[src/nipc_pkg.sv]
// Package: constants and types of the nested interrupt priority controller
package nipc_pkg;

  // ----------------------------------------------------------------------
  // Register map (byte offsets of aligned 32-bit words)
  // ----------------------------------------------------------------------
  localparam logic [7:0] OFS_PRIO_0   = 8'h00;
  localparam logic [7:0] OFS_PRIO_1   = 8'h04;
  localparam logic [7:0] OFS_PRIO_2   = 8'h08;
  localparam logic [7:0] OFS_PRIO_3   = 8'h0c;
  localparam logic [7:0] OFS_EXT_CTRL = 8'h10;
  localparam logic [7:0] OFS_STATUS   = 8'h14;

  // ----------------------------------------------------------------------
  // Reset values and field layout
  // ----------------------------------------------------------------------
  localparam logic [7:0] PRIO_RST      = 8'hff;
  localparam logic [7:0] PRIO3_RO_MASK = 8'hf0;  // Upper nibble reads one
  localparam logic [7:0] EXT_CTRL_RST  = 8'h00;
  localparam logic [7:0] EXT_CTRL_MASK = 8'hfc;  // Bits 1:0 reserved
  localparam int         SENSE_B_POS   = 6;      // Groups 2 and 3
  localparam int         POL_B_POS     = 5;      // Group 2 inversion
  localparam int         SENSE_A_POS   = 3;      // Groups 0 and 1
  localparam int         POL_A_POS     = 2;      // Group 0 inversion
  localparam int         STAT_PEND_POS = 8;      // Pending vector bits

  // ----------------------------------------------------------------------
  // Priority codes (same encoding as the condition-code pair)
  // ----------------------------------------------------------------------
  localparam logic [1:0] PRIO_LVL0 = 2'b10;
  localparam logic [1:0] PRIO_LVL1 = 2'b01;
  localparam logic [1:0] PRIO_LVL2 = 2'b00;
  localparam logic [1:0] PRIO_LVL3 = 2'b11;

  // ----------------------------------------------------------------------
  // Vectors
  // ----------------------------------------------------------------------
  localparam int          NUM_VEC    = 14;
  localparam int          NUM_EXT    = 4;
  localparam int          EXT_VEC0   = 2;       // Group 0 is vector 2
  localparam int          SPI_VEC    = 8;
  localparam logic [15:0] VEC_RESET  = 16'hfffe;
  localparam logic [15:0] VEC_TRAP   = 16'hfffc;
  localparam logic [15:0] VEC_BASE   = 16'hfffa; // Vector 0, lower byte

  // Sensitivity codes
  localparam logic [1:0] SENSE_FALL_LOW = 2'b00;
  localparam logic [1:0] SENSE_RISE     = 2'b01;
  localparam logic [1:0] SENSE_FALL     = 2'b10;
  localparam logic [1:0] SENSE_BOTH     = 2'b11;

  // Core instruction codes affecting the current priority
  typedef enum logic [2:0] {
    OP_ENABLE_IRQ, OP_DISABLE_IRQ, OP_HALT, OP_WAIT_IRQ,
    OP_TRAP, OP_POP_CC, OP_IRQ_RETURN
  } nipc_op_t;

  // Halt state reported by the power sequencer
  typedef enum logic [1:0] {
    PM_RUN, PM_HALT, PM_ACTIVE_HALT, PM_AUTO_WAKEUP_HALT
  } nipc_pmode_t;

  // Instruction notice from the core
  typedef struct packed {
    logic       valid;
    nipc_op_t   op;
    logic [1:0] stacked_prio;  // Pair popped with the flags
  } nipc_instr_t;

  // Interrupt request towards the core
  typedef struct packed {
    logic        req;
    logic [3:0]  num;
    logic [15:0] addr;
  } nipc_irq_t;

endpackage

[src/nipc_controller.sv]
// Module: nested interrupt priority controller with APB registers
// Functional notes
// - Priority registers reset to ff; upper nibble of the last reads one.
// - Two bits per vector 0..13, vector 0 in lowest bits of first register.
// - Stored pair uses the same coding as the current priority pair.
// - Writing the level-0 pattern to a field keeps that field unchanged.
// - Reset and trap have no programmable priority; servicing sets 11.
// - Raised priority of running pending vector re-enters; else next request.
// - Enable, halt and wait instructions load 10 into the current pair.
// - Disable instruction and trap load 11 into the current pair.
// - Pop of flags and interrupt return restore the stacked pair.
// - Masked flag supports jumps on pair equal 11 and not equal.
// - Priority instructions hold only until next return or such instruction.
// - Fixed order: reset, trap, vectors 0 to 13 lowest.
// - Halt wake only by reset, vectors 2..5, vector 8 in slave mode.
// - Vector 1 wakes active-halt only; vector 0 auto-wakeup halt only.
// - Four edge/level modes per group; rising-high only for groups 0, 2.
// - Sensitivity and polarity writable only while current pair is 11.
// - Changing any sensitivity or polarity field clears pending externals.
// - Bits 7:6 select group 2 sensitivity; bit 5 inverts first codes.
// - Bits 7:6 also set group 3 sensitivity without inversion.
// - External control register resets to zero.
// - Bit 5 inverts group 2, bit 2 inverts group 0.
// - Bits 4:3 select groups 0 and 1; inversion for group 0 only.
// - Request serviced only if enabled and above current; else pending.
// - Highest software priority first; ties go to hardware order.
//
// Chosen here: the register addresses and register access over APB.
`timescale 1ns/1ps

module nipc_controller #(
  parameter int ADDR_W = 8                      // APB address width
) (
  input  wire logic                 pclk,        // CPU clock, 250 MHz
  input  wire logic                 presetn,     // Async reset, active low
  input  wire logic                 psel,        // APB select
  input  wire logic                 penable,     // APB access phase
  input  wire logic                 pwrite,      // APB direction
  input  wire logic [ADDR_W-1:0]    paddr,       // APB byte address
  input  wire logic [31:0]          pwdata,      // APB write data
  output logic      [31:0]          prdata,      // APB read data
  output logic                      pready,      // APB ready
  output logic                      pslverr,     // APB error, unmapped
  input  wire logic [13:0]          periph_irq,  // Peripheral requests
  input  wire logic [3:0]           ext_pin,     // ORed pins per group
  input  wire logic                 spi_slave,   // SPI in slave mode
  input  wire nipc_pkg::nipc_pmode_t pmode,      // Current halt mode
  input  wire nipc_pkg::nipc_instr_t instr,      // Core instruction notice
  input  wire logic                 irq_ack,     // Core fetched vector
  output nipc_pkg::nipc_irq_t       irq,         // Request to core
  output logic [1:0]                cur_prio,    // Current priority pair
  output logic                      masked,      // Pair equals 11
  output logic                      wake         // Leave halt
);

  // ----------------------------------------------------------------------
  // Functions
  // ----------------------------------------------------------------------
  // Rank of a priority code, 0 lowest to 3 highest
  function automatic logic [1:0] prio_rank(input logic [1:0] code);
    case (code)
      nipc_pkg::PRIO_LVL0: prio_rank = 2'd0;
      nipc_pkg::PRIO_LVL1: prio_rank = 2'd1;
      nipc_pkg::PRIO_LVL2: prio_rank = 2'd2;
      default:             prio_rank = 2'd3;
    endcase
  endfunction

  // Field update that refuses the level-0 pattern
  function automatic logic [7:0] prio_merge(input logic [7:0] old_v,
                                            input logic [7:0] new_v);
    logic [7:0] res;
    res = old_v;
    for (int f = 0; f < 4; f++) begin
      if (new_v[2*f +: 2] != nipc_pkg::PRIO_LVL0) begin
        res[2*f +: 2] = new_v[2*f +: 2];
      end
    end
    prio_merge = res;
  endfunction

  // Pin event decode: bit 1 edge event, bit 0 level active
  function automatic logic [1:0] ext_detect(input logic [1:0] code,
                                            input logic       inv,
                                            input logic       now_v,
                                            input logic       prev_v);
    logic fall, rise, lvl;
    fall = inv ? (~prev_v & now_v) : (prev_v & ~now_v);
    rise = inv ? (prev_v & ~now_v) : (~prev_v & now_v);
    lvl  = inv ? now_v : ~now_v;
    case (code)
      nipc_pkg::SENSE_FALL_LOW: ext_detect = {fall, lvl};
      nipc_pkg::SENSE_RISE:     ext_detect = {rise, 1'b0};
      nipc_pkg::SENSE_FALL:     ext_detect = {fall, 1'b0};
      default:                  ext_detect = {fall | rise, 1'b0};
    endcase
  endfunction

  // Vectors able to end the given halt mode
  function automatic logic [13:0] wake_mask(
      input nipc_pkg::nipc_pmode_t m, input logic slave);
    logic [13:0] msk;
    msk = 14'h003c;
    msk[nipc_pkg::SPI_VEC] = slave;
    case (m)
      nipc_pkg::PM_ACTIVE_HALT:      msk[1] = 1'b1;
      nipc_pkg::PM_AUTO_WAKEUP_HALT: msk[0] = 1'b1;
      nipc_pkg::PM_HALT:             msk = msk;
      default:                       msk = 14'h3fff;
    endcase
    wake_mask = msk;
  endfunction

  // ----------------------------------------------------------------------
  // State
  // ----------------------------------------------------------------------
  logic [7:0]  prio_ff [4];
  logic [7:0]  ext_ctrl_ff;
  logic [1:0]  cur_prio_ff, nxt_cur_prio, best_rank;
  logic [3:0]  pin_s1_ff, pin_s2_ff, pin_prev_ff, ext_latch_ff;
  logic [31:0] prdata_ff, rd_val;
  logic        pready_ff, pslverr_ff, masked_ff, wake_ff;
  nipc_pkg::nipc_irq_t irq_ff;
  logic        apb_acc, apb_wr, addr_ok, ext_ctrl_wr, ext_ctrl_chg, best_found;
  logic [7:0]  nxt_ext_ctrl;
  logic [3:0]  ext_edge, ext_level, best_num;
  logic [13:0] pend, wmask;
  logic [27:0] vec_prio;

  // ----------------------------------------------------------------------
  // APB decode
  // ----------------------------------------------------------------------
  // One wait state so that read data comes from a flop
  assign apb_acc = psel & penable;
  assign apb_wr  = apb_acc & pready_ff & pwrite;

  always_comb begin
    addr_ok = 1'b1;
    rd_val  = 32'h0000_0000;
    case (paddr[7:0])
      nipc_pkg::OFS_PRIO_0:   rd_val[7:0] = prio_ff[0];
      nipc_pkg::OFS_PRIO_1:   rd_val[7:0] = prio_ff[1];
      nipc_pkg::OFS_PRIO_2:   rd_val[7:0] = prio_ff[2];
      nipc_pkg::OFS_PRIO_3:   rd_val[7:0] = prio_ff[3] |
                                            nipc_pkg::PRIO3_RO_MASK;
      nipc_pkg::OFS_EXT_CTRL: rd_val[7:0] = ext_ctrl_ff;
      nipc_pkg::OFS_STATUS: begin
        rd_val[1:0] = cur_prio_ff;
        rd_val[nipc_pkg::STAT_PEND_POS +: 14] = pend;
      end
      default:                addr_ok = 1'b0;
    endcase
    if (paddr[ADDR_W-1:0] > ADDR_W'(nipc_pkg::OFS_STATUS)) begin
      addr_ok = 1'b0;
      rd_val  = 32'h0000_0000;
    end
  end

  // Ready, error and read data for the access phase
  always_ff @(posedge pclk or negedge presetn) begin
    if (!presetn) begin
      pready_ff  <= 1'b0;
      pslverr_ff <= 1'b0;
      prdata_ff  <= 32'h0000_0000;
    end else if (apb_acc && !pready_ff) begin
      pready_ff  <= 1'b1;
      pslverr_ff <= ~addr_ok;
      prdata_ff  <= pwrite ? 32'h0000_0000 : rd_val;
    end else begin
      pready_ff  <= 1'b0;
      pslverr_ff <= 1'b0;
    end
  end

  // ----------------------------------------------------------------------
  // Priority registers
  // ----------------------------------------------------------------------
  // A new field value only matters at the next arbitration, so a vector
  // already running keeps its entry level until it returns
  always_ff @(posedge pclk or negedge presetn) begin
    if (!presetn) begin
      for (int r = 0; r < 4; r++) begin
        prio_ff[r] <= nipc_pkg::PRIO_RST;
      end
    end else if (apb_wr && addr_ok && paddr[7:4] == 4'h0) begin
      prio_ff[paddr[3:2]] <= prio_merge(prio_ff[paddr[3:2]],
                                        pwdata[7:0]);
    end
  end

  // Flat view: vector n uses bits 2n+1:2n
  always_comb begin
    for (int v = 0; v < nipc_pkg::NUM_VEC; v++) begin
      vec_prio[2*v +: 2] = prio_ff[v/4][2*(v%4) +: 2];
    end
  end

  // ----------------------------------------------------------------------
  // External interrupt control register
  // ----------------------------------------------------------------------
  assign nxt_ext_ctrl = pwdata[7:0] & nipc_pkg::EXT_CTRL_MASK;
  assign ext_ctrl_wr  = apb_wr && paddr[7:0] == nipc_pkg::OFS_EXT_CTRL &&
                        cur_prio_ff == nipc_pkg::PRIO_LVL3;
  assign ext_ctrl_chg = ext_ctrl_wr && nxt_ext_ctrl != ext_ctrl_ff;

  // Writes outside level 3 are dropped silently
  always_ff @(posedge pclk or negedge presetn) begin
    if (!presetn) begin
      ext_ctrl_ff <= nipc_pkg::EXT_CTRL_RST;
    end else if (ext_ctrl_wr) begin
      ext_ctrl_ff <= nxt_ext_ctrl;
    end
  end

  // ----------------------------------------------------------------------
  // External pins
  // ----------------------------------------------------------------------
  // Two-stage synchroniser, then one more stage for edge history
  always_ff @(posedge pclk or negedge presetn) begin
    if (!presetn) begin
      pin_s1_ff   <= 4'hf;
      pin_s2_ff   <= 4'hf;
      pin_prev_ff <= 4'hf;
    end else begin
      pin_s1_ff   <= ext_pin;
      pin_s2_ff   <= pin_s1_ff;
      pin_prev_ff <= pin_s2_ff;
    end
  end

  // Per-group sensitivity decode
  always_comb begin
    logic [1:0] d0, d1, d2, d3;
    d0 = ext_detect(ext_ctrl_ff[nipc_pkg::SENSE_A_POS +: 2],
                    ext_ctrl_ff[nipc_pkg::POL_A_POS],
                    pin_s2_ff[0], pin_prev_ff[0]);
    d1 = ext_detect(ext_ctrl_ff[nipc_pkg::SENSE_A_POS +: 2], 1'b0,
                    pin_s2_ff[1], pin_prev_ff[1]);
    d2 = ext_detect(ext_ctrl_ff[nipc_pkg::SENSE_B_POS +: 2],
                    ext_ctrl_ff[nipc_pkg::POL_B_POS],
                    pin_s2_ff[2], pin_prev_ff[2]);
    d3 = ext_detect(ext_ctrl_ff[nipc_pkg::SENSE_B_POS +: 2], 1'b0,
                    pin_s2_ff[3], pin_prev_ff[3]);
    ext_edge  = {d3[1], d2[1], d1[1], d0[1]};
    ext_level = {d3[0], d2[0], d1[0], d0[0]};
  end

  // Edge latches; a new edge beats a clear in the same cycle
  always_ff @(posedge pclk or negedge presetn) begin
    if (!presetn) begin
      ext_latch_ff <= 4'h0;
    end else begin
      for (int g = 0; g < nipc_pkg::NUM_EXT; g++) begin
        if (ext_edge[g]) begin
          ext_latch_ff[g] <= 1'b1;
        end else if (ext_ctrl_chg) begin
          ext_latch_ff[g] <= 1'b0;
        end else if (irq_ack && irq_ff.req &&
                     irq_ff.num == 4'(nipc_pkg::EXT_VEC0 + g)) begin
          ext_latch_ff[g] <= 1'b0;
        end
      end
    end
  end

  // ----------------------------------------------------------------------
  // Arbitration
  // ----------------------------------------------------------------------
  // Levels are not latched: an active level (low, or high when inverted) keeps requesting while it lasts
  always_comb begin
    pend = periph_irq;
    for (int g = 0; g < nipc_pkg::NUM_EXT; g++) begin
      pend[nipc_pkg::EXT_VEC0 + g] = ext_latch_ff[g] | ext_level[g];
    end
  end

  assign wmask = wake_mask(pmode, spi_slave);

  // Ascending scan with strict compare lets lower numbers win ties
  always_comb begin
    best_found = 1'b0;
    best_num   = 4'h0;
    best_rank  = 2'd0;
    for (int v = 0; v < nipc_pkg::NUM_VEC; v++) begin
      if (pend[v] && wmask[v] &&
          prio_rank(vec_prio[2*v +: 2]) > prio_rank(cur_prio_ff) &&
          (!best_found ||
           prio_rank(vec_prio[2*v +: 2]) > best_rank)) begin
        best_found = 1'b1;
        best_num   = 4'(v);
        best_rank  = prio_rank(vec_prio[2*v +: 2]);
      end
    end
  end

  // Request towards the core, dropped for a cycle after each fetch
  always_ff @(posedge pclk or negedge presetn) begin
    if (!presetn) begin
      irq_ff <= '0;
    end else begin
      irq_ff.req  <= best_found && !(irq_ack && irq_ff.req);
      irq_ff.num  <= best_num;
      irq_ff.addr <= nipc_pkg::VEC_BASE -
                     16'({best_num, 1'b0});
    end
  end

  // ----------------------------------------------------------------------
  // Current priority pair
  // ----------------------------------------------------------------------
  // A fetch outranks a same-cycle instruction; reset leaves the pair at 11
  always_comb begin
    nxt_cur_prio = cur_prio_ff;
    if (irq_ack && irq_ff.req) begin
      nxt_cur_prio = vec_prio[2*irq_ff.num +: 2];
    end else if (instr.valid) begin
      case (instr.op)
        nipc_pkg::OP_ENABLE_IRQ, nipc_pkg::OP_HALT,
        nipc_pkg::OP_WAIT_IRQ:
          nxt_cur_prio = nipc_pkg::PRIO_LVL0;
        nipc_pkg::OP_DISABLE_IRQ, nipc_pkg::OP_TRAP:
          nxt_cur_prio = nipc_pkg::PRIO_LVL3;
        nipc_pkg::OP_POP_CC, nipc_pkg::OP_IRQ_RETURN:
          nxt_cur_prio = instr.stacked_prio;
        default:
          nxt_cur_prio = cur_prio_ff;
      endcase
    end
  end

  // Masked flag follows the same next value, so both change on one edge
  always_ff @(posedge pclk or negedge presetn) begin
    if (!presetn) begin
      cur_prio_ff <= nipc_pkg::PRIO_LVL3;
      masked_ff   <= 1'b1;
    end else begin
      cur_prio_ff <= nxt_cur_prio;
      masked_ff   <= nxt_cur_prio == nipc_pkg::PRIO_LVL3;
    end
  end

  // ----------------------------------------------------------------------
  // Halt wake
  // ----------------------------------------------------------------------
  // Wake ignores the current pair; halt entry forces level 0 anyway
  always_ff @(posedge pclk or negedge presetn) begin
    if (!presetn) begin
      wake_ff <= 1'b0;
    end else begin
      wake_ff <= (pmode != nipc_pkg::PM_RUN) && |(pend & wmask);
    end
  end

  // ----------------------------------------------------------------------
  // Outputs
  // ----------------------------------------------------------------------
  assign prdata   = prdata_ff;
  assign pready   = pready_ff;
  assign pslverr  = pslverr_ff;
  assign irq      = irq_ff;
  assign cur_prio = cur_prio_ff;
  assign masked   = masked_ff;
  assign wake     = wake_ff;

endmodule // nipc_controller

[config.mk]
export PLATFORM = sky130hd
export DESIGN_NAME = nipc_controller
export DESIGN_NICKNAME = d
export VERILOG_FILES = /design/src/nipc_pkg.sv /design/src/nipc_controller.sv
export SDC_FILE = /design/constraint.sdc
export NUM_CORES = 1
export LEC_CHECK = 0
export BUFFER_PORTS_ARGS = -buffer_cell sky130_fd_sc_hd__buf_2
export CAP_MARGIN = 20
export CORE_MARGIN = 8
export CORE_UTILIZATION = 57
export CTS_CLUSTER_SIZE = 10
export DETAILED_ROUTE_END_ITERATION = 8
export PLACE_DENSITY = 0.79
export SETUP_SLACK_MARGIN = 0.1
export SYNTH_ARGS = -nofsm -noshare
export SYNTH_HDL_FRONTEND = slang
export SYNTH_SLANG_ARGS = --single-unit
[constraint.sdc]
create_clock -name pclk -period 19.6 [get_ports pclk]
set_clock_uncertainty 0.15 [all_clocks]
set_input_delay 2.94 -clock pclk [delete_from_list [all_inputs] [get_ports pclk]]
set_output_delay 2.94 -clock pclk [all_outputs]
set_load 0.02 [all_outputs]
==> out/metrics.yaml <==
run_status:
  status: "complete, no violations"
drt:
  routed_wirelength_um: 19700
  vias: 6274
  drt_iter0_drc: 514
  top_layer: "met4"
  antenna_left: 0
  wl_per_cell_um: 19.1
  vias_per_cell: 6.09
  dr.pass1.iters: 5
  dr_wl_met3_um: 1330
  met2_length_um: 9850
  drc: 0
  met1Wirelength_um: 7860
global_route:
  grt_max_degree: 85
  antenna_found_initial: 0
  grt_use_total: 0.237
  gr-total-overflow: 0
  grt_pass1_wl_um: 31000
  grt_pass1_vias: 6271
sta:
  worst_pin_slew_ns: 0.843
  period_needed_ns: 18.56
  whs_ns: 0.206
  fin_ws_ns: 1.04
  slew_violations: 0
  clock.fmax_ghz: 0.0539
  relSlewSlack: 0.434
  post-route-period-util: 0.947
  setup-violations-final: 0
  hold_violations: 0
layout:
  drive_above_1_share: 0.311
  fillers: 909
  ff_latch_area_sq_um: 2360
  postLayoutCellArea_sq_um: 8240
  nNetsFinal: 1021
  areaGrowthSynthToFinish_pct: 17.0
  diodes: 0
  multi_input_area_sq_um: 4410
worst_setup_path:
  worstPathArrival_ns: 18.65
  cp-end-kind: "register"
  critPathKind: "in -> reg"
  critPathRequiredTime_ns: 19.69
  cp_max_fo: 7
  cp_common_cell: "ha_1"
  cpMaxStageDelayCell: "or2_2"
  cpPeakStageDelay_ns: 0.32
  startpoint_type: "input port"
  rrSetupSlack_ns: 2.47
cts:
  cts.htree.levels: 3
  root_buffer: "clkbuf_16"
  worstSkewPairLatency_ns: 0.36
  numCtsBuffers: 9
  clockBufferDepth: 2
  tritoncts: "done"
  cts_sinks: 92
  hold_buffers: 0
  clk_pin_slew_worst_paths_ns: 0.07
floorplanning:
  dieWidth_um: 127
  rows: 40
  initial_utilization: 0.584
  ios: 132
  fp.dieH_um: 127
  dieArea_sq_um: 16200
  core_area_sq_um: 12100
flow_run:
  drv_cap: 0
logic_synthesis:
  synth_compound_area_frac: 0.211
  synth_area_leader_cell: "dfstp_2"
  ys_seq_area_frac: 0.335
  synthMostInstantiatedCell: "ha_1"
  synth_area_sq_um: 7040
  yosys_warnings: 0
  synth_xor_area_frac: 0.0112
  syn_area_per_cell_sq_um: 9.40
  synthMuxAreaShare: 0.0721
  synth_ff_type: "dfstp_2"
  synth.top_cell.area_share: 0.175
  synth-async-reset-ratio: 1.00
  synth-simple-area-share: 0.144
  syn_inst: 749
  synth_seq_cells: 92
  synth_top_family_by_area: "compound AO/OA/AOI/OAI gates"
  synth_cell_types: 73
  synthTopCellsByCount: "91 x ha_1, 80 x nand2_1, 74 x o21ai_0"
  synth_fa_ha_area_frac: 0.162
  synth.area.top_cells: "dfstp_2 18%, ha_1 16%, dfrtp_1 16%"
  synth-edff-count: 0
placement:
  place_area_sq_um: 7710
  dp_hpwl_um: 14800
  portBuffers: 92
  preCtsSetupSlack_ns: -0.262
  globalplace.congestion: 0.935
power:
  peakVddDrop_v: 0.000128
  power_density_nw_per_um2: 199
  p_leak_uw: 0.00385
min_path:
  hp-class: "reg -> reg"
kinds of logic (layout without fill, tap and decap cells):
family | count (synthesis) | count (layout)
AO/OA/AOI/OAI | 219 | 219
AND/OR/NAND/NOR | 208 | 208
flip-flops | 92 | 92
buffers and inverters | 92 | 194
adder cells (fa/ha/maj) | 91 | 91
multiplexers | 36 | 36
XOR/XNOR | 9 | 9
other | 2 | 13
flip-flops by register name, indices dropped and copies added, names as in the netlist:
| register | count |
|---|---|
| cur_prio | 2 |
| ext_ctrl_ff | 6 |
| ext_latch_ff | 4 |
| irq | 10 |
| masked | 1 |
| pin_prev_ff | 4 |
| pin_s1_ff | 4 |
| pin_s2_ff | 4 |
| prdata | 22 |
| pready | 1 |
| prio_ff | 32 |
| pslverr | 1 |
| wake | 1 |
area by class of cell:
class                   count  area share
clock buffers              11      0.0307
clock inverters             5     0.00486
inverters                  46      0.0210
multi-input cells         576       0.536
flip-flops and latches     92       0.286
well taps                 168      0.0255
repair buffers            132      0.0959
timing repair:
item                       in CTS  in global routing
setup endpoints to repair       2                  7
pin swaps                       0                  7
buffers inserted                0                  8
resized for setup               3                 35
per-layer routing:
layer,up-vias,track usage
met1,3066,0.279
met5,-,0
met4,0,0.116
met2,250,0.411
li1,2912,-
met3,46,0.0412
metrics by stage:
stage                     utilization  cells  setup TNS [ns]  power [uW]
final                           0.683   1030               0        1640
after CTS                       0.664   1019               0        1490
after detailed placement        0.639   1003          -0.635        1300
after global routing            0.683   1030          -0.106        1780
after floorplan                     -    760               0         951
after global placement          0.639   1003               0        1230
final timing paths:
path,depth (start not counted),to,startpoint
min,0,pin_s2_ff[3],pin_s1_ff[3]
min reg2reg,0,pin_s2_ff[3],pin_s1_ff[3]
max reg2reg,92,irq[4],cur_prio[1]
max in group asynchronous,3,prio_ff[15],presetn
max,91,irq[4],pmode[0]
min in group asynchronous,1,prdata[19],presetn
worst max-delay path: cells and delay by family:
kind | cells | cell delay [ns]
xor+xnor | 1 | 0.13
compound gates | 46 | 7.10
simple gates | 19 | 2.98
fa+ha+maj | 15 | 4.19
mux | 1 | 0.31
buf+inv | 9 | 0.99
cell usage in the layout (no fill, tap or decap), drive strengths merged, types with 11 or more instances in the layout:
cell type,n
mux2i,11
ha,91
o21ai,75
dfstp,47
mux2,15
nand2,80
nor2,41
nor2b,27
o21a,11
dfrtp,45
inv,50
buf,131
a21oi,37
conb,13
clkbuf,12
where the power goes:
part	leakage, uW	internal (uW)	total (uW)	switching [uW]
clock network	0.000143	94.4	172	78.0
logic	0.00263	591	1230	641
registers	0.00107	212	235	22.3
Note: power is estimated with default switching activity, not from simulation.
